## config.mk

```make
export PLATFORM = sky130hd
export DESIGN_NAME = dct_timer
export DESIGN_NICKNAME = d
export VERILOG_FILES = /design/src/verilog/dct_timer.v
export VERILOG_INCLUDE_DIRS = /design/src /design/src/inc
export SDC_FILE = /design/constraint.sdc
export NUM_CORES = 1
export LEC_CHECK = 0
export BUFFER_PORTS_ARGS = -buffer_cell sky130_fd_sc_hd__clkbuf_2
export CAP_MARGIN = 10
export CORE_ASPECT_RATIO = 0.9
export CORE_MARGIN = 1
export CORE_UTILIZATION = 45
export DETAILED_ROUTE_END_ITERATION = 10
export GPL_TIMING_DRIVEN = 0
export SYNTH_ARGS = -nofsm -noshare
export SYNTH_HDL_FRONTEND = slang
export SYNTH_SLANG_ARGS = --single-unit
```

## constraint.sdc

```tcl
create_clock -name ref_clk -period 4.2 [get_ports ref_clk]
set_clock_uncertainty 0.2 [all_clocks]
set_input_delay 0.63 -clock ref_clk [delete_from_list [all_inputs] [get_ports ref_clk]]
set_output_delay 0.63 -clock ref_clk [all_outputs]
set_load 0.1 [all_outputs]
```

## src/inc/dct_defs.vh

```
// Register map, field positions, reset values and codes of the dual channel timer
`ifndef DCT_DEFS_VH
`define DCT_DEFS_VH

`define DCT_OFS_START   8'h00
`define DCT_OFS_FUNC    8'h04
`define DCT_OFS_IRQST   8'h08
`define DCT_OFS_IRQMSK  8'h0c
`define DCT_CH0_BASE    8'h20
`define DCT_CH1_BASE    8'h40

`define DCT_IDX_CTRL    3'h0
`define DCT_IDX_CNT     3'h1
`define DCT_IDX_GRA     3'h2
`define DCT_IDX_LAST    3'h5

`define DCT_START_RUN   0
`define DCT_START_SEL   2
`define DCT_FUNC_CMD    0
`define DCT_FUNC_OLSP   2
`define DCT_FUNC_OLSN   3
`define DCT_CTRL_CLR    0
`define DCT_CTRL_CKS    3
`define DCT_CTRL_CAP    6
`define DCT_CTRL_W      10
`define DCT_EV_W        10

`define DCT_START_RST   4'h0
`define DCT_FUNC_RST    4'h0
`define DCT_CTRL_RST    10'h000
`define DCT_CNT_CLEAR   16'h0000
`define DCT_CNT_MAX     16'hffff

`define DCT_CLR_GRA     3'b001
`define DCT_CLR_GRB     3'b010
`define DCT_CLR_SYNC    3'b011
`define DCT_CLR_GRC     3'b101
`define DCT_CLR_GRD     3'b110
`define DCT_CMD_TIMER   2'b00

`endif

```

## src/verilog/dct_timer.v

```verilog
// Dual channel capture/compare/PWM timer with APB register access
//
// Behaviour
// RL1 - With stop-on-match select 0, a written run bit 0 is ignored.
// RL2 - Stop-on-match select must be 1 before run bit 0; same write does not stop.
// RL3 - Software stop keeps pin levels; PWM modes drive the output-level select levels.
// RL4 - Auto stop at match A keeps post-match levels; PWM modes drive selected levels.
// RL5 - Counter write coinciding with hardware clear is lost; counter becomes 0000h.
// RL6 - Clear source 001/010/101/110 clears on A/B/C/D events, 011 follows other channel.
// RL7 - Counter read right after a write may show the old value.
// RL8 - Status read right after a write may show the old value.
// RL9 - Count source 111b needs the fast oscillator above the CPU clock.
// RL10 - Change count source only after stopping the channel.
// RL11 - Wait two base clock cycles before turning off the 40 MHz oscillator.
// RL12 - From fast to 40 MHz source, wait two fast cycles before oscillator off.
// RL13 - From fast to another source, wait one fast plus one 40 MHz cycle.
// RL14 - Capture input pulses last at least three operating clock cycles.
// RL15 - Capture stores the counter two to three cycles after the pin edge.
// RL16 - Enter reset-synchronous PWM: stop channel 0, mode 00b, then 01b, reprogram.
// RL17 - For motor control keep both output-level select bits equal.
// RL18 - Start register is written whole, never read-modify-write.
`timescale 1ns/1ns
`include "dct_defs.vh"

module dct_timer
(
	input  wire        ref_clk,
	input  wire        reset,
	input  wire        ce,
	input  wire        psel,
	input  wire        penable,
	input  wire        pwrite,
	input  wire [7:0]  paddr,
	input  wire [31:0] pwdata,
	output wire [31:0] prdata,
	output wire        pready,
	output wire        pslverr,
	input  wire [7:0]  srcTick,
	input  wire [7:0]  tioIn,
	output wire [7:0]  tioOut,
	output wire [7:0]  tioOe,
	output wire        irq
);

	reg  [1:0]              runR;
	reg  [1:0]              cselR;
	reg  [1:0]              cmdR;
	reg                     olsPosR;
	reg                     olsNegR;
	reg  [`DCT_EV_W-1:0]    irqStR;
	reg  [`DCT_EV_W-1:0]    irqMskR;
	reg  [31:0]             prdataR;
	reg                     validR;
	reg  [31:0]             rdMux;
	reg                     mapped;
	wire                    apbWr;
	wire                    apbRd;
	wire [1:0]              ownClrW;
	wire [1:0]              stopW;
	wire [1:0]              chHitW;
	wire [63:0]             chRdW;
	wire [`DCT_EV_W-1:0]    evW;
	wire                    pwmMode;
	integer                 i;

	// Zero wait APB: read data is latched in setup, so pready rises in the first access cycle
	assign pready  = ce & validR;
	assign prdata  = prdataR;
	assign pslverr = psel & penable & pready & ~mapped;
	assign apbWr   = psel & penable & pready & pwrite & mapped;
	assign apbRd   = psel & penable & pready & ~pwrite & mapped;
	assign irq     = |(irqStR & irqMskR);
	assign pwmMode = (cmdR != `DCT_CMD_TIMER);

	always @*
	begin
		rdMux  = 32'h00000000;
		mapped = 1'b1;
		case (paddr)
			`DCT_OFS_START:  rdMux = {28'h0000000, cselR, runR};
			`DCT_OFS_FUNC:   rdMux = {28'h0000000, olsNegR, olsPosR, cmdR};
			`DCT_OFS_IRQST:  rdMux = {22'h000000, irqStR};
			`DCT_OFS_IRQMSK: rdMux = {22'h000000, irqMskR};
			default:
			begin
				mapped = |chHitW;
				rdMux  = chRdW[31:0] | chRdW[63:32];
			end
		endcase
	end

	always @(posedge ref_clk)
	begin
		if (reset)
		begin
			prdataR <= 32'h00000000;
			validR  <= 1'b0;
		end
		else if (ce)
		begin
			validR  <= psel & ~(penable & validR);
			prdataR <= rdMux;
		end
	end

	// Start register and function control
	always @(posedge ref_clk)
	begin
		if (reset)
		begin
			{cselR, runR}             <= `DCT_START_RST;
			{olsNegR, olsPosR, cmdR}  <= `DCT_FUNC_RST;
		end
		else if (ce)
		begin
			for (i = 0; i < 2; i = i + 1)
			begin
				if (apbWr && paddr == `DCT_OFS_START && pwdata[`DCT_START_RUN + i])
					runR[i] <= 1'b1;
				else if (apbWr && paddr == `DCT_OFS_START && cselR[i]) // [RL2]
					runR[i] <= 1'b0; // [RL3]
				else if (stopW[i])
					runR[i] <= 1'b0; // [RL4]
				// Old select decides, so a write of 0 with select 0 leaves the bit alone [RL1]
			end
			if (apbWr && paddr == `DCT_OFS_START)
				cselR <= pwdata[`DCT_START_SEL +: 2]; // [RL18]
			if (apbWr && paddr == `DCT_OFS_FUNC)
			begin
				cmdR    <= pwdata[`DCT_FUNC_CMD +: 2]; // [RL16]
				olsPosR <= pwdata[`DCT_FUNC_OLSP];
				olsNegR <= pwdata[`DCT_FUNC_OLSN];
			end
		end
	end

	// Sticky events; a read clears only the bits it returned, so a new event is never lost
	always @(posedge ref_clk)
	begin
		if (reset)
		begin
			irqStR  <= {`DCT_EV_W{1'b0}};
			irqMskR <= {`DCT_EV_W{1'b0}};
		end
		else if (ce)
		begin
			if (apbRd && paddr == `DCT_OFS_IRQST)
				irqStR <= (irqStR & ~prdataR[`DCT_EV_W-1:0]) | evW; // [RL8]
			else
				irqStR <= irqStR | evW;
			if (apbWr && paddr == `DCT_OFS_IRQMSK)
				irqMskR <= pwdata[`DCT_EV_W-1:0];
		end
	end

	genvar gi;
	genvar gj;
	generate
		for (gi = 0; gi < 2; gi = gi + 1)
		begin : gCh
			reg  [`DCT_CTRL_W-1:0] ctrlR;
			reg  [15:0]            cntR;
			reg  [3:0]             pinR;
			reg  [3:0]             outR;
			reg  [3:0]             capD1R;
			reg  [3:0]             capD2R;
			wire [7:0]             baseW;
			wire [2:0]             idxW;
			wire                   hit;
			wire                   wrCh;
			wire                   tick;
			wire                   counting;
			wire [3:0]             capEn;
			wire [2:0]             clrSel;
			wire [3:0]             match;
			wire [3:0]             cap;
			wire [3:0]             ev;
			wire [63:0]            grW;
			wire                   ownClr;
			wire                   hwClr;
			wire                   ovf;
			wire                   lvl;
			reg  [31:0]            rdCh;

			assign baseW    = (gi == 0) ? `DCT_CH0_BASE : `DCT_CH1_BASE;
			assign idxW     = paddr[4:2];
			assign hit      = (paddr[7:5] == baseW[7:5]) && (idxW <= `DCT_IDX_LAST)
			                  && (paddr[1:0] == 2'b00);
			assign wrCh     = apbWr & hit;
			// Count source is a tick enable; the select must only change while stopped [RL10]
			assign tick     = srcTick[ctrlR[`DCT_CTRL_CKS +: 3]]; // [RL9]
			assign counting = runR[gi] & tick;
			assign capEn    = ctrlR[`DCT_CTRL_CAP +: 4];
			assign clrSel   = ctrlR[`DCT_CTRL_CLR +: 3];
			assign ev       = match | cap;

			for (gj = 0; gj < 4; gj = gj + 1)
			begin : gGr
				reg [15:0] grR;
				assign grW[16*gj +: 16] = grR;
				assign match[gj] = ~capEn[gj] & counting & (cntR == grR);
				// Edge seen one edge after the pin, stored at the next: two cycles [RL15]
				assign cap[gj]   = capEn[gj] & capD1R[gj] & ~capD2R[gj]; // [RL14]
				always @(posedge ref_clk)
				begin
					if (reset)
						grR <= `DCT_CNT_CLEAR;
					else if (ce)
					begin
						if (cap[gj])
							grR <= cntR;
						else if (wrCh && idxW == `DCT_IDX_GRA + gj)
							grR <= pwdata[15:0];
					end
				end
			end

			assign ownClr = (clrSel == `DCT_CLR_GRA && ev[0]) || (clrSel == `DCT_CLR_GRB && ev[1])
			             || (clrSel == `DCT_CLR_GRC && ev[2]) || (clrSel == `DCT_CLR_GRD && ev[3]);
			// Sync clear follows only the partner's own source, which avoids a loop
			assign hwClr  = ownClr | ((clrSel == `DCT_CLR_SYNC) & ownClrW[1-gi]); // [RL6]
			assign ovf    = counting & (cntR == `DCT_CNT_MAX) & ~hwClr;
			assign lvl    = (gi == 0) ? olsPosR : olsNegR; // [RL17]

			assign ownClrW[gi]        = ownClr;
			assign stopW[gi]          = ~cselR[gi] & match[0]; // [RL4]
			assign chHitW[gi]         = hit;
			assign chRdW[32*gi +: 32] = hit ? rdCh : 32'h00000000;
			assign evW[5*gi +: 5]     = {ovf, ev};
			assign tioOut[4*gi +: 4]  = outR;
			assign tioOe[4*gi +: 4]   = ~capEn;

			always @*
			begin
				rdCh = 32'h00000000;
				case (idxW)
					`DCT_IDX_CTRL: rdCh = {22'h000000, ctrlR};
					`DCT_IDX_CNT:  rdCh = {16'h0000, cntR}; // [RL7]
					3'h2:          rdCh = {16'h0000, grW[15:0]};
					3'h3:          rdCh = {16'h0000, grW[31:16]};
					3'h4:          rdCh = {16'h0000, grW[47:32]};
					3'h5:          rdCh = {16'h0000, grW[63:48]};
					default:       rdCh = 32'h00000000;
				endcase
			end

			always @(posedge ref_clk)
			begin
				if (reset)
				begin
					ctrlR  <= `DCT_CTRL_RST;
					cntR   <= `DCT_CNT_CLEAR;
					pinR   <= 4'h0;
					outR   <= 4'h0;
					capD1R <= 4'h0;
					capD2R <= 4'h0;
				end
				else if (ce)
				begin
					capD1R <= tioIn[4*gi +: 4];
					capD2R <= capD1R;
					pinR   <= pinR ^ match;
					// Stopped in a PWM mode the pins show the chosen idle level [RL3]
					if (pwmMode && !runR[gi])
						outR <= {4{lvl}};
					else
						outR <= pinR; // [RL4]
					if (hwClr)
						cntR <= `DCT_CNT_CLEAR; // [RL5]
					else if (wrCh && idxW == `DCT_IDX_CNT)
						cntR <= pwdata[15:0];
					else if (counting)
						cntR <= cntR + 16'h0001;
					if (wrCh && idxW == `DCT_IDX_CTRL)
						ctrlR <= pwdata[`DCT_CTRL_W-1:0];
				end
			end
		end
	endgenerate

endmodule

```

==> impl_metrics.yaml, run 1 <==
placed_design:
  port-buffer-count: 72
  dp_hpwl_um: 54500
  pre_cts_ws_ns: -0.221
  gp_congestion: 1.02
clock_tree:
  clock-root-buffer: "clkbuf_16"
  cts_tree: "done"
  cts_buffers: 31
  clkLatencyLatePin_ns: 0.59
  htreeDepth: 1
  ctsHoldBuffers: 0
  numClockSinks: 257
  clk_pin_slew_ns: 0.06
  clk_path_buf_depth: 3
logic_synthesis:
  synthArstFlopShare_pct: 0
  ys.flop_type: "dfxtp_1"
  ys_types: 67
  ys_seq_area_share_pct: 34.3
  yosys_register_bits: 257
  synth_warnings: 0
  synth_edf_count: 0
  synth.cell_area_um2: 15000
  syn_inst: 1894
  synth.avg_cell_area_um2: 7.91
floorplan:
  dieHeight_um: 175
  initial_core_util_pct: 45.6
  io_pins: 113
  core_um2: 32900
  num_rows: 63
  dieWidth_um: 194
  die-area_um2: 34000
sta:
  layout_setup_ws_ns: 0.0428
  post-route-period-util_pct: 99.0
  maxSlewViolCount: 0
  finalSetupViolations: 0
  max_freq_mhz: 241
  worstMarginPinSlew_ns: 1.34
  hold_slack_ns: 0.0827
  final_hold_viol_count: 0
  slew-limit-headroom_pct: 10.6
  rsz0062_at_grt: "false"
  final.min_clock_period_ns: 4.16
drt:
  via_count: 16100
  wl_per_cell_um: 29.3
  dr.first_iter.drc_count: 2389
  vias_per_cell: 6.54
  drtAntennaViolNets: 0
  drt-pass1-iter-count: 8
  drcViolationCount: 0
  finalWirelength_um: 72100
grt:
  grt_pass1_vias: 14500
  grt_pass1_wl_um: 102000
  grt_max_degree: 15
  grt-ovfl-total: 0
  grt.total_usage_pct: 41.5
  antenna_found_initial: 2
power:
  p_leak_nw: 6.95
  ir_worst_vdd_mv: 0.360
  p_per_area_nw_per_um2: 350
worst_setup_path:
  r2r_cells: 11
  cp_max_fo: 10
  critPathTopFamily: "compound AO/OA/AOI/OAI gates"
  cp_slowest_cell: "nor4_1"
  cp.arrival_ns: 4.44
  crit_buf_inv: 2
  slowest_delay_ns: 0.59
  critPathLaunchType: "register"
  end_kind: "register"
  cp.depth: 11
  required_ns: 4.48
  path_class: "register to register"
  crit_chain: "clkbuf_1, xor2_1, nor4_1, nand4_1, nor3_2, o21ai_0, a311oi_2, o31a_2, buf_4, a21oi_1, a211oi_1"
finish:
  final_common_cell: "dfxtp_1"
  layout.nets: 2080
  synthToLayoutAreaGrowth_pct: 14.2
  antenna_cells: 0
  mostFrequentLayoutCells: "257 x dfxtp_1, 252 x nor2_1, 222 x nand2_1, 157 x clkbuf_1, 127 x xor2_1"
  drive_gt1_share_pct: 9.56
  n_fill_cell: 3248
flow_run:
  drv_cap: 0
run_status:
  status: "completed"
worst_hold_path:
  hold_class: "input port to register"
  holdPathStages: 3
## worst paths after layout
path / end / start / slack, ns
setup / recovery: gCh[1].cntR[12] / gCh[0].cntR[7] / 0.04
hold / removal: gCh[0].capD1R[2] / tioIn[2] / 0.08
setup reg to reg: gCh[1].cntR[12] / gCh[0].cntR[7] / 0.04
hold reg to reg: irqStR[4] / irqStR[4] / 0.29
## metrics by stage
step,power (W),util [%],instance area (um^2),std cells,TNS (ns)
floorplan,0.00281,-,15000,1909,0
global placement,0.00298,48.5,15900,2403,-4.27
detailed placement,0.00298,48.5,15900,2403,-4.31
CTS,0.00597,52.0,17100,2460,0
global route,0.00610,52.1,17100,2462,0
finish,0.00600,52.1,17100,2462,0
## cells in the mapped netlist, types with 27 or more instances
library cell	instances	area (um^2)
clkbuf_1	155	582
dfxtp_1	257	5140
mux2i_1	119	1190
o21ai_0	33	165
nor2_1	252	946
xnor2_1	27	236
a22oi_1	86	646
a311oi_1	48	420
xor2_1	127	1110
nand3_1	30	150
a21oi_1	107	536
a211oi_1	103	773
nand2_1	222	833
## cell families (layout without fill, tap and decap cells)
logic type,Yosys count,count (layout),synth area share [%]
xor gates and xnor gates,154,154,9.00
DFF,257,257,34.3
other,1,16,0.0250
adders and majority gates,2,2,0.167
muxes,122,122,8.40
and+or+nand+nor,653,653,19.4
buffers and inverters,227,358,6.34
AOI/OAI and AO/OA,478,478,22.4
## timing repair
item,CTS,global route
gates resized for setup,0,4
setup buffers,0,0
endpoints found under the setup margin,0,11
## flip-flops by register name, indices dropped and copies added, names as in the netlist, 10 cells and up
register     flops
gCh.cntR        32
gCh.ctrlR       20
gCh.gGr.grR    128
irqMskR         10
irqStR          10
prdata          16
## layer usage
layer  track usage (%)  up-vias  routed length, um
met5                 0        -                  0
met4              15.9        0               3170
met3              12.9      166              10600
met2              55.3     1248              27200
met1              61.1     7716              31100
li1                  -     6980                  -
## power breakdown
group	leakage, nW	switching, W	internal, W	total, W
combinational	4.32	0.000399	0.0000921	0.000491
clock	0.559	0.00118	0.00187	0.00305
sequential	2.07	0.00000930	0.00245	0.00246
total	6.95	0.00159	0.00441	0.00600
## worst min-delay path: cells and delay by family
family	cells	cell delay (ns)
buf+inv	1	0.08
mux	1	0.05
simple gates	1	0.07
## layout make-up
type	count	area [um^2]	share of cell area, %
Multi-Input combinational cell	1425	8960	52.3
Sequential cell	257	5140	30.1
Clock buffer	46	952	5.56
Buffer	209	885	5.17
Tap cell	422	528	3.09
Timing Repair Buffer	74	383	2.24
Clock inverter	11	196	1.15
Inverter	18	67.6	0.395
Power figures use the tool's default switching activity.
==> run 2, diff against run 1 <==
--- a/config.mk
+++ b/config.mk
@@ -13,6 +13,7 @@
 export CORE_UTILIZATION = 45
 export DETAILED_ROUTE_END_ITERATION = 10
 export GPL_TIMING_DRIVEN = 0
+export RECOVER_POWER = 25
 export SYNTH_ARGS = -nofsm -noshare
 export SYNTH_HDL_FRONTEND = slang
 export SYNTH_SLANG_ARGS = --single-unit
==> impl_metrics.yaml, run 2 (synthesis results as in run 1) <==
floorplan:
  num_rows: 63
  io_pins: 113
  dieWidth_um: 194
  core_um2: 32900
  dieHeight_um: 175
  initial_core_util_pct: 45.6
  die-area_um2: 34000
sta:
  final.min_clock_period_ns: 4.16
  slew-limit-headroom_pct: 10.8
  final_hold_viol_count: 0
  maxSlewViolCount: 0
  post-route-period-util_pct: 99.1
  worstMarginPinSlew_ns: 1.34
  max_freq_mhz: 240
  finalSetupViolations: 0
  rsz0062_at_grt: "false"
power:
  p_leak_nw: 6.83
  p_per_area_nw_per_um2: 351
  ir_worst_vdd_mv: 0.357
  fin_total_pwr_w: 0.00599
drt:
  drcViolationCount: 0
  wl_per_cell_um: 29.3
  dr.first_iter.drc_count: 2275
  via_count: 16100
  finalWirelength_um: 72300
  vias_per_cell: 6.54
  drt-pass1-iter-count: 6
  drtAntennaViolNets: 0
worst_setup_path:
  regToRegSetupSlack_ns: 0.08
  crit_top_cell: "clkbuf_1"
  crit_chain: "clkbuf_1, clkbuf_1, clkbuf_1, clkbuf_1, and2_1, clkbuf_2"
  required_ns: 3.37
  crit_start: "ce"
  r2r_cells: 11
  slowest_delay_ns: 0.70
  end_kind: "primary output"
  r2r_start: "gCh[0].cntR[7]"
  critPathLaunchType: "input port"
  cp.arrival_ns: 3.33
  cp_max_fo: 10
  cp_slowest_cell: "clkbuf_1"
  r2r-end: "gCh[1].cntR[12]"
  path_class: "input port to primary output"
clock_tree:
  htreeDepth: 1
  ctsHoldBuffers: 0
  clk_pin_slew_ns: 0.06
  cts_tree: "done"
  clk_path_buf_depth: 3
  numClockSinks: 257
  clock-root-buffer: "clkbuf_16"
  clkLatencyLatePin_ns: 0.59
  cts_buffers: 31
worst_hold_path:
  hold_path_startpoint: "tioIn[7]"
  min_to: "gCh[1].capD1R[3]"
  hold_class: "input port to register"
  holdPathStages: 3
finish:
  layout.nets: 2080
  largest_register_ffs: 128
  mostFrequentLayoutCells: "257 x dfxtp_1, 252 x nor2_1, 222 x nand2_1, 197 x clkbuf_1, 127 x xor2_1"
  seq_area_um2: 5140
  drive_gt1_share_pct: 7.70
  n_fill_cell: 3256
  stdcell_area_um2: 17100
  synthToLayoutAreaGrowth_pct: 13.9
  multi_input_area_um2: 8950
  final_util_pct: 51.9
  largestRegisters: "gCh.gGr.grR (128), gCh.cntR (32), gCh.ctrlR (20)"
  final_common_cell: "dfxtp_1"
  top_register: "gCh.gGr.grR"
placed_design:
  port-buffer-count: 72
  place_area_um2: 15900
  gp_congestion: 1.02
  dp_hpwl_um: 54500
grt:
  grt-ovfl-total: 0
  use_met2_pct: 55.3
  grt_pass1_vias: 14500
  grt_util_met1_pct: 61.1
  grt.total_usage_pct: 41.5
  busiest_layer: "met1"
  antenna_found_initial: 2
  grt_pass1_wl_um: 102000
  grt_max_degree: 15
  grtUsageMet3_pct: 12.9
flow_run:
  drv_cap: 0
run_status:
  status: "completed"
run 2: worst max path at each step:
stage / to / slack (ns) / cells past startpoint
detailed placement: gCh[0].gGr[1].grR[1] / -0.22 / 8
floorplan: pslverr / 0.70 / 5
global route: gCh[0].gGr[1].grR[12] / 0.01 / 8
CTS: gCh[1].cntR[0] / 0.03 / 11
finish: pready / 0.04 / 6
global placement: gCh[0].gGr[1].grR[2] / -0.29 / 8
run 2: critical path: cells and delay by family:
kind	cells	cell delay, ns
buffers and inverters	5	2.48
and+or+nand+nor	1	0.23
run 2: report_power, final:
part,switching (W),internal [W],leakage [nW]
combinational,0.000399,0.0000902,4.20
clock,0.00117,0.00187,0.559
sequential,0.00000931,0.00245,2.07
total,0.00158,0.00441,6.83
run 2: layout make-up:
| class | instances | area share [%] |
|---|---|---|
| multi-input combinational | 1425 | 52.5 |
| inverter | 18 | 0.396 |
| clock buffer | 46 | 5.58 |
| timing repair buffer | 74 | 1.97 |
| antenna | 1 | 0.0147 |
| clock inverter | 11 | 1.15 |
| tap | 422 | 3.09 |
| sequential | 257 | 30.2 |
| buffer | 209 | 5.17 |
run 2: repair_timing:
| item | CTS | global route |
|---|---|---|
| setup endpoints to repair | 0 | 11 |
| resized for setup | 0 | 4 |
| setup buffers | 0 | 0 |
run 2: per-stage QoR:
| step | setup slack (ns) | setup TNS, ns | hold slack, ns | std cells |
|---|---|---|---|---|
| floorplan | 0.704 | 0 | 0.245 | 1909 |
| global placement | -0.285 | -4.27 | 0.264 | 2403 |
| detailed placement | -0.221 | -4.31 | 0.275 | 2403 |
| CTS | 0.0308 | 0 | 0.0758 | 2460 |
| global route | 0.0142 | 0 | 0.104 | 2462 |
| finish | 0.0381 | 0 | 0.0860 | 2463 |
run 2: per-layer routing:
metal | share of wire (%) | up-vias | wire [um]
li1 | - | 6988 | -
met1 | 43 | 7730 | 31200
met2 | 38 | 1236 | 27500
met3 | 15 | 154 | 10500
met4 | 4.3 | 0 | 3090
met5 | 0 | - | 0
==> run 3, diff against run 2 <==
==> constraint.sdc (replaced) <==
create_clock -name ref_clk -period 4.3 [get_ports ref_clk]
set_clock_uncertainty 0.2 [all_clocks]
set_input_delay 0.645 -clock ref_clk [delete_from_list [all_inputs] [get_ports ref_clk]]
set_output_delay 0.645 -clock ref_clk [all_outputs]
set_load 0.1 [all_outputs]
==> impl_metrics.yaml, run 3 (synthesis results as in run 1) <==
drt:
  drtAntennaViolNets: 0
  finalWirelength_um: 72300
  vias_per_cell: 6.57
  drt-pass1-iter-count: 6
  via_count: 16200
  dr.first_iter.drc_count: 2321
  wl_per_cell_um: 29.3
  drcViolationCount: 0
finish:
  largest_register_ffs: 128
  largestRegisters: "gCh.gGr.grR (128), gCh.cntR (32), gCh.ctrlR (20)"
  final_util_pct: 51.9
  top_register: "gCh.gGr.grR"
  drive_gt1_share_pct: 7.65
  final_common_cell: "dfxtp_1"
  stdcell_area_um2: 17100
  layout.nets: 2080
  synthToLayoutAreaGrowth_pct: 13.8
  n_fill_cell: 3258
  mostFrequentLayoutCells: "257 x dfxtp_1, 252 x nor2_1, 222 x nand2_1, 197 x clkbuf_1, 127 x xor2_1"
power:
  fin_total_pwr_w: 0.00585
  p_leak_nw: 6.83
  p_per_area_nw_per_um2: 343
  ir_worst_vdd_mv: 0.350
worst_setup_path:
  cp.arrival_ns: 4.57
  required_ns: 4.59
  end_kind: "register"
  cp_max_fo: 10
  critPathLaunchType: "register"
  path_class: "register to register"
clock_tree:
  clkLatencyLatePin_ns: 0.59
  clk_path_buf_depth: 3
  clk_pin_slew_ns: 0.07
  cts_buffers: 31
  numClockSinks: 257
  cts_tree: "done"
  htreeDepth: 1
  clock-root-buffer: "clkbuf_16"
placed_design:
  dp_hpwl_um: 54500
  port-buffer-count: 72
  place_area_um2: 15900
  gp_congestion: 1.02
grt:
  grt_pass1_vias: 14500
  antenna_found_initial: 2
  grt_pass1_wl_um: 102000
  grt.total_usage_pct: 41.5
  grt_max_degree: 15
  grt-ovfl-total: 0
floorplan:
  io_pins: 113
  dieHeight_um: 175
  die-area_um2: 34000
  initial_core_util_pct: 45.6
  num_rows: 63
  core_um2: 32900
  dieWidth_um: 194
sta:
  setup_tns_ns: 0
  final_hold_viol_count: 0
  slew-limit-headroom_pct: 11.9
  worstMarginPinSlew_ns: 1.32
  maxSlewViolCount: 0
  max_freq_mhz: 234
  final.min_clock_period_ns: 4.28
  finalSetupViolations: 0
  post-route-period-util_pct: 99.6
  rsz0062_at_grt: "false"
flow_run:
  drv_cap: 0
run_status:
  status: "completed"
worst_hold_path:
  hold_class: "input port to register"
==> run 3: cell types whose count changed in the layout (fill, tap and decap cells not counted) <==
cell,before,now
nor4_1,25,26
nor4_2,1,0
==> run 3: layout make-up <==
type	instances	area, um^2	share of cell area (%)
Inverter	18	67.6	0.396
Multi-Input combinational cell	1425	8950	52.4
Clock inverter	11	196	1.15
Sequential cell	257	5140	30.2
Clock buffer	46	952	5.58
Buffer	209	882	5.17
Antenna cell	1	2.50	0.0147
Timing Repair Buffer	74	337	1.97
Tap cell	422	528	3.10
==> run 3: worst paths after layout <==
| kind | cells after the start | startpoint | end | slack (ns) |
|---|---|---|---|---|
| worst max-delay path | 11 | gCh[0].cntR[5] | gCh[1].cntR[12] | 0.02 |
| worst min register to register | 2 | irqStR[5] | irqStR[5] | 0.29 |
| worst max register to register | 11 | gCh[0].cntR[5] | gCh[1].cntR[12] | 0.02 |
| worst min-delay path | 3 | tioIn[2] | gCh[0].capD1R[2] | 0.1 |
==> run 3: what timing repair did <==
action	CTS	global route
gates resized for setup	0	3
hold buffers	0	0
endpoints found under the setup margin	0	8
setup buffers	0	0
==> run 3: worst max-delay path, cell delays in order (launching register included) <==
cell       delay [ns]
dfxtp_1          0.31
clkbuf_1         0.33
xor2_1           0.13
nor4_1           0.91
o2111ai_1        0.32
nor4_1           0.41
o31ai_1          0.15
a311oi_2         0.44
o31a_2           0.36
buf_4            0.26
a21oi_1          0.10
a211oi_1         0.24
==> run 3: routing by layer <==
| metal | vias up | share of wire (%) | global-route usage, % |
|---|---|---|---|
| li1 | 6985 | - | - |
| met1 | 7805 | 43 | 61.1 |
| met2 | 1241 | 38 | 55.3 |
| met3 | 144 | 15 | 12.9 |
| met4 | 0 | 4.2 | 15.9 |
| met5 | - | 0 | 0 |
==> run 3: power by group <==
group	internal [W]	switching (W)	leakage [nW]	total, W
clock network	0.00182	0.00115	0.559	0.00297
logic	0.0000881	0.000390	4.20	0.000478
registers	0.00240	0.00000910	2.07	0.00240
total	0.00431	0.00155	6.83	0.00585
==> run 3: metrics by stage <==
stage	cells	hold WS (ns)	setup WS, ns
finish	2463	0.0996	0.0177
global route	2462	0.119	0.00402
CTS	2460	0.0908	0.131
detailed placement	2403	0.275	-0.136
global placement	2403	0.264	-0.200
floorplan	1909	0.245	0.774
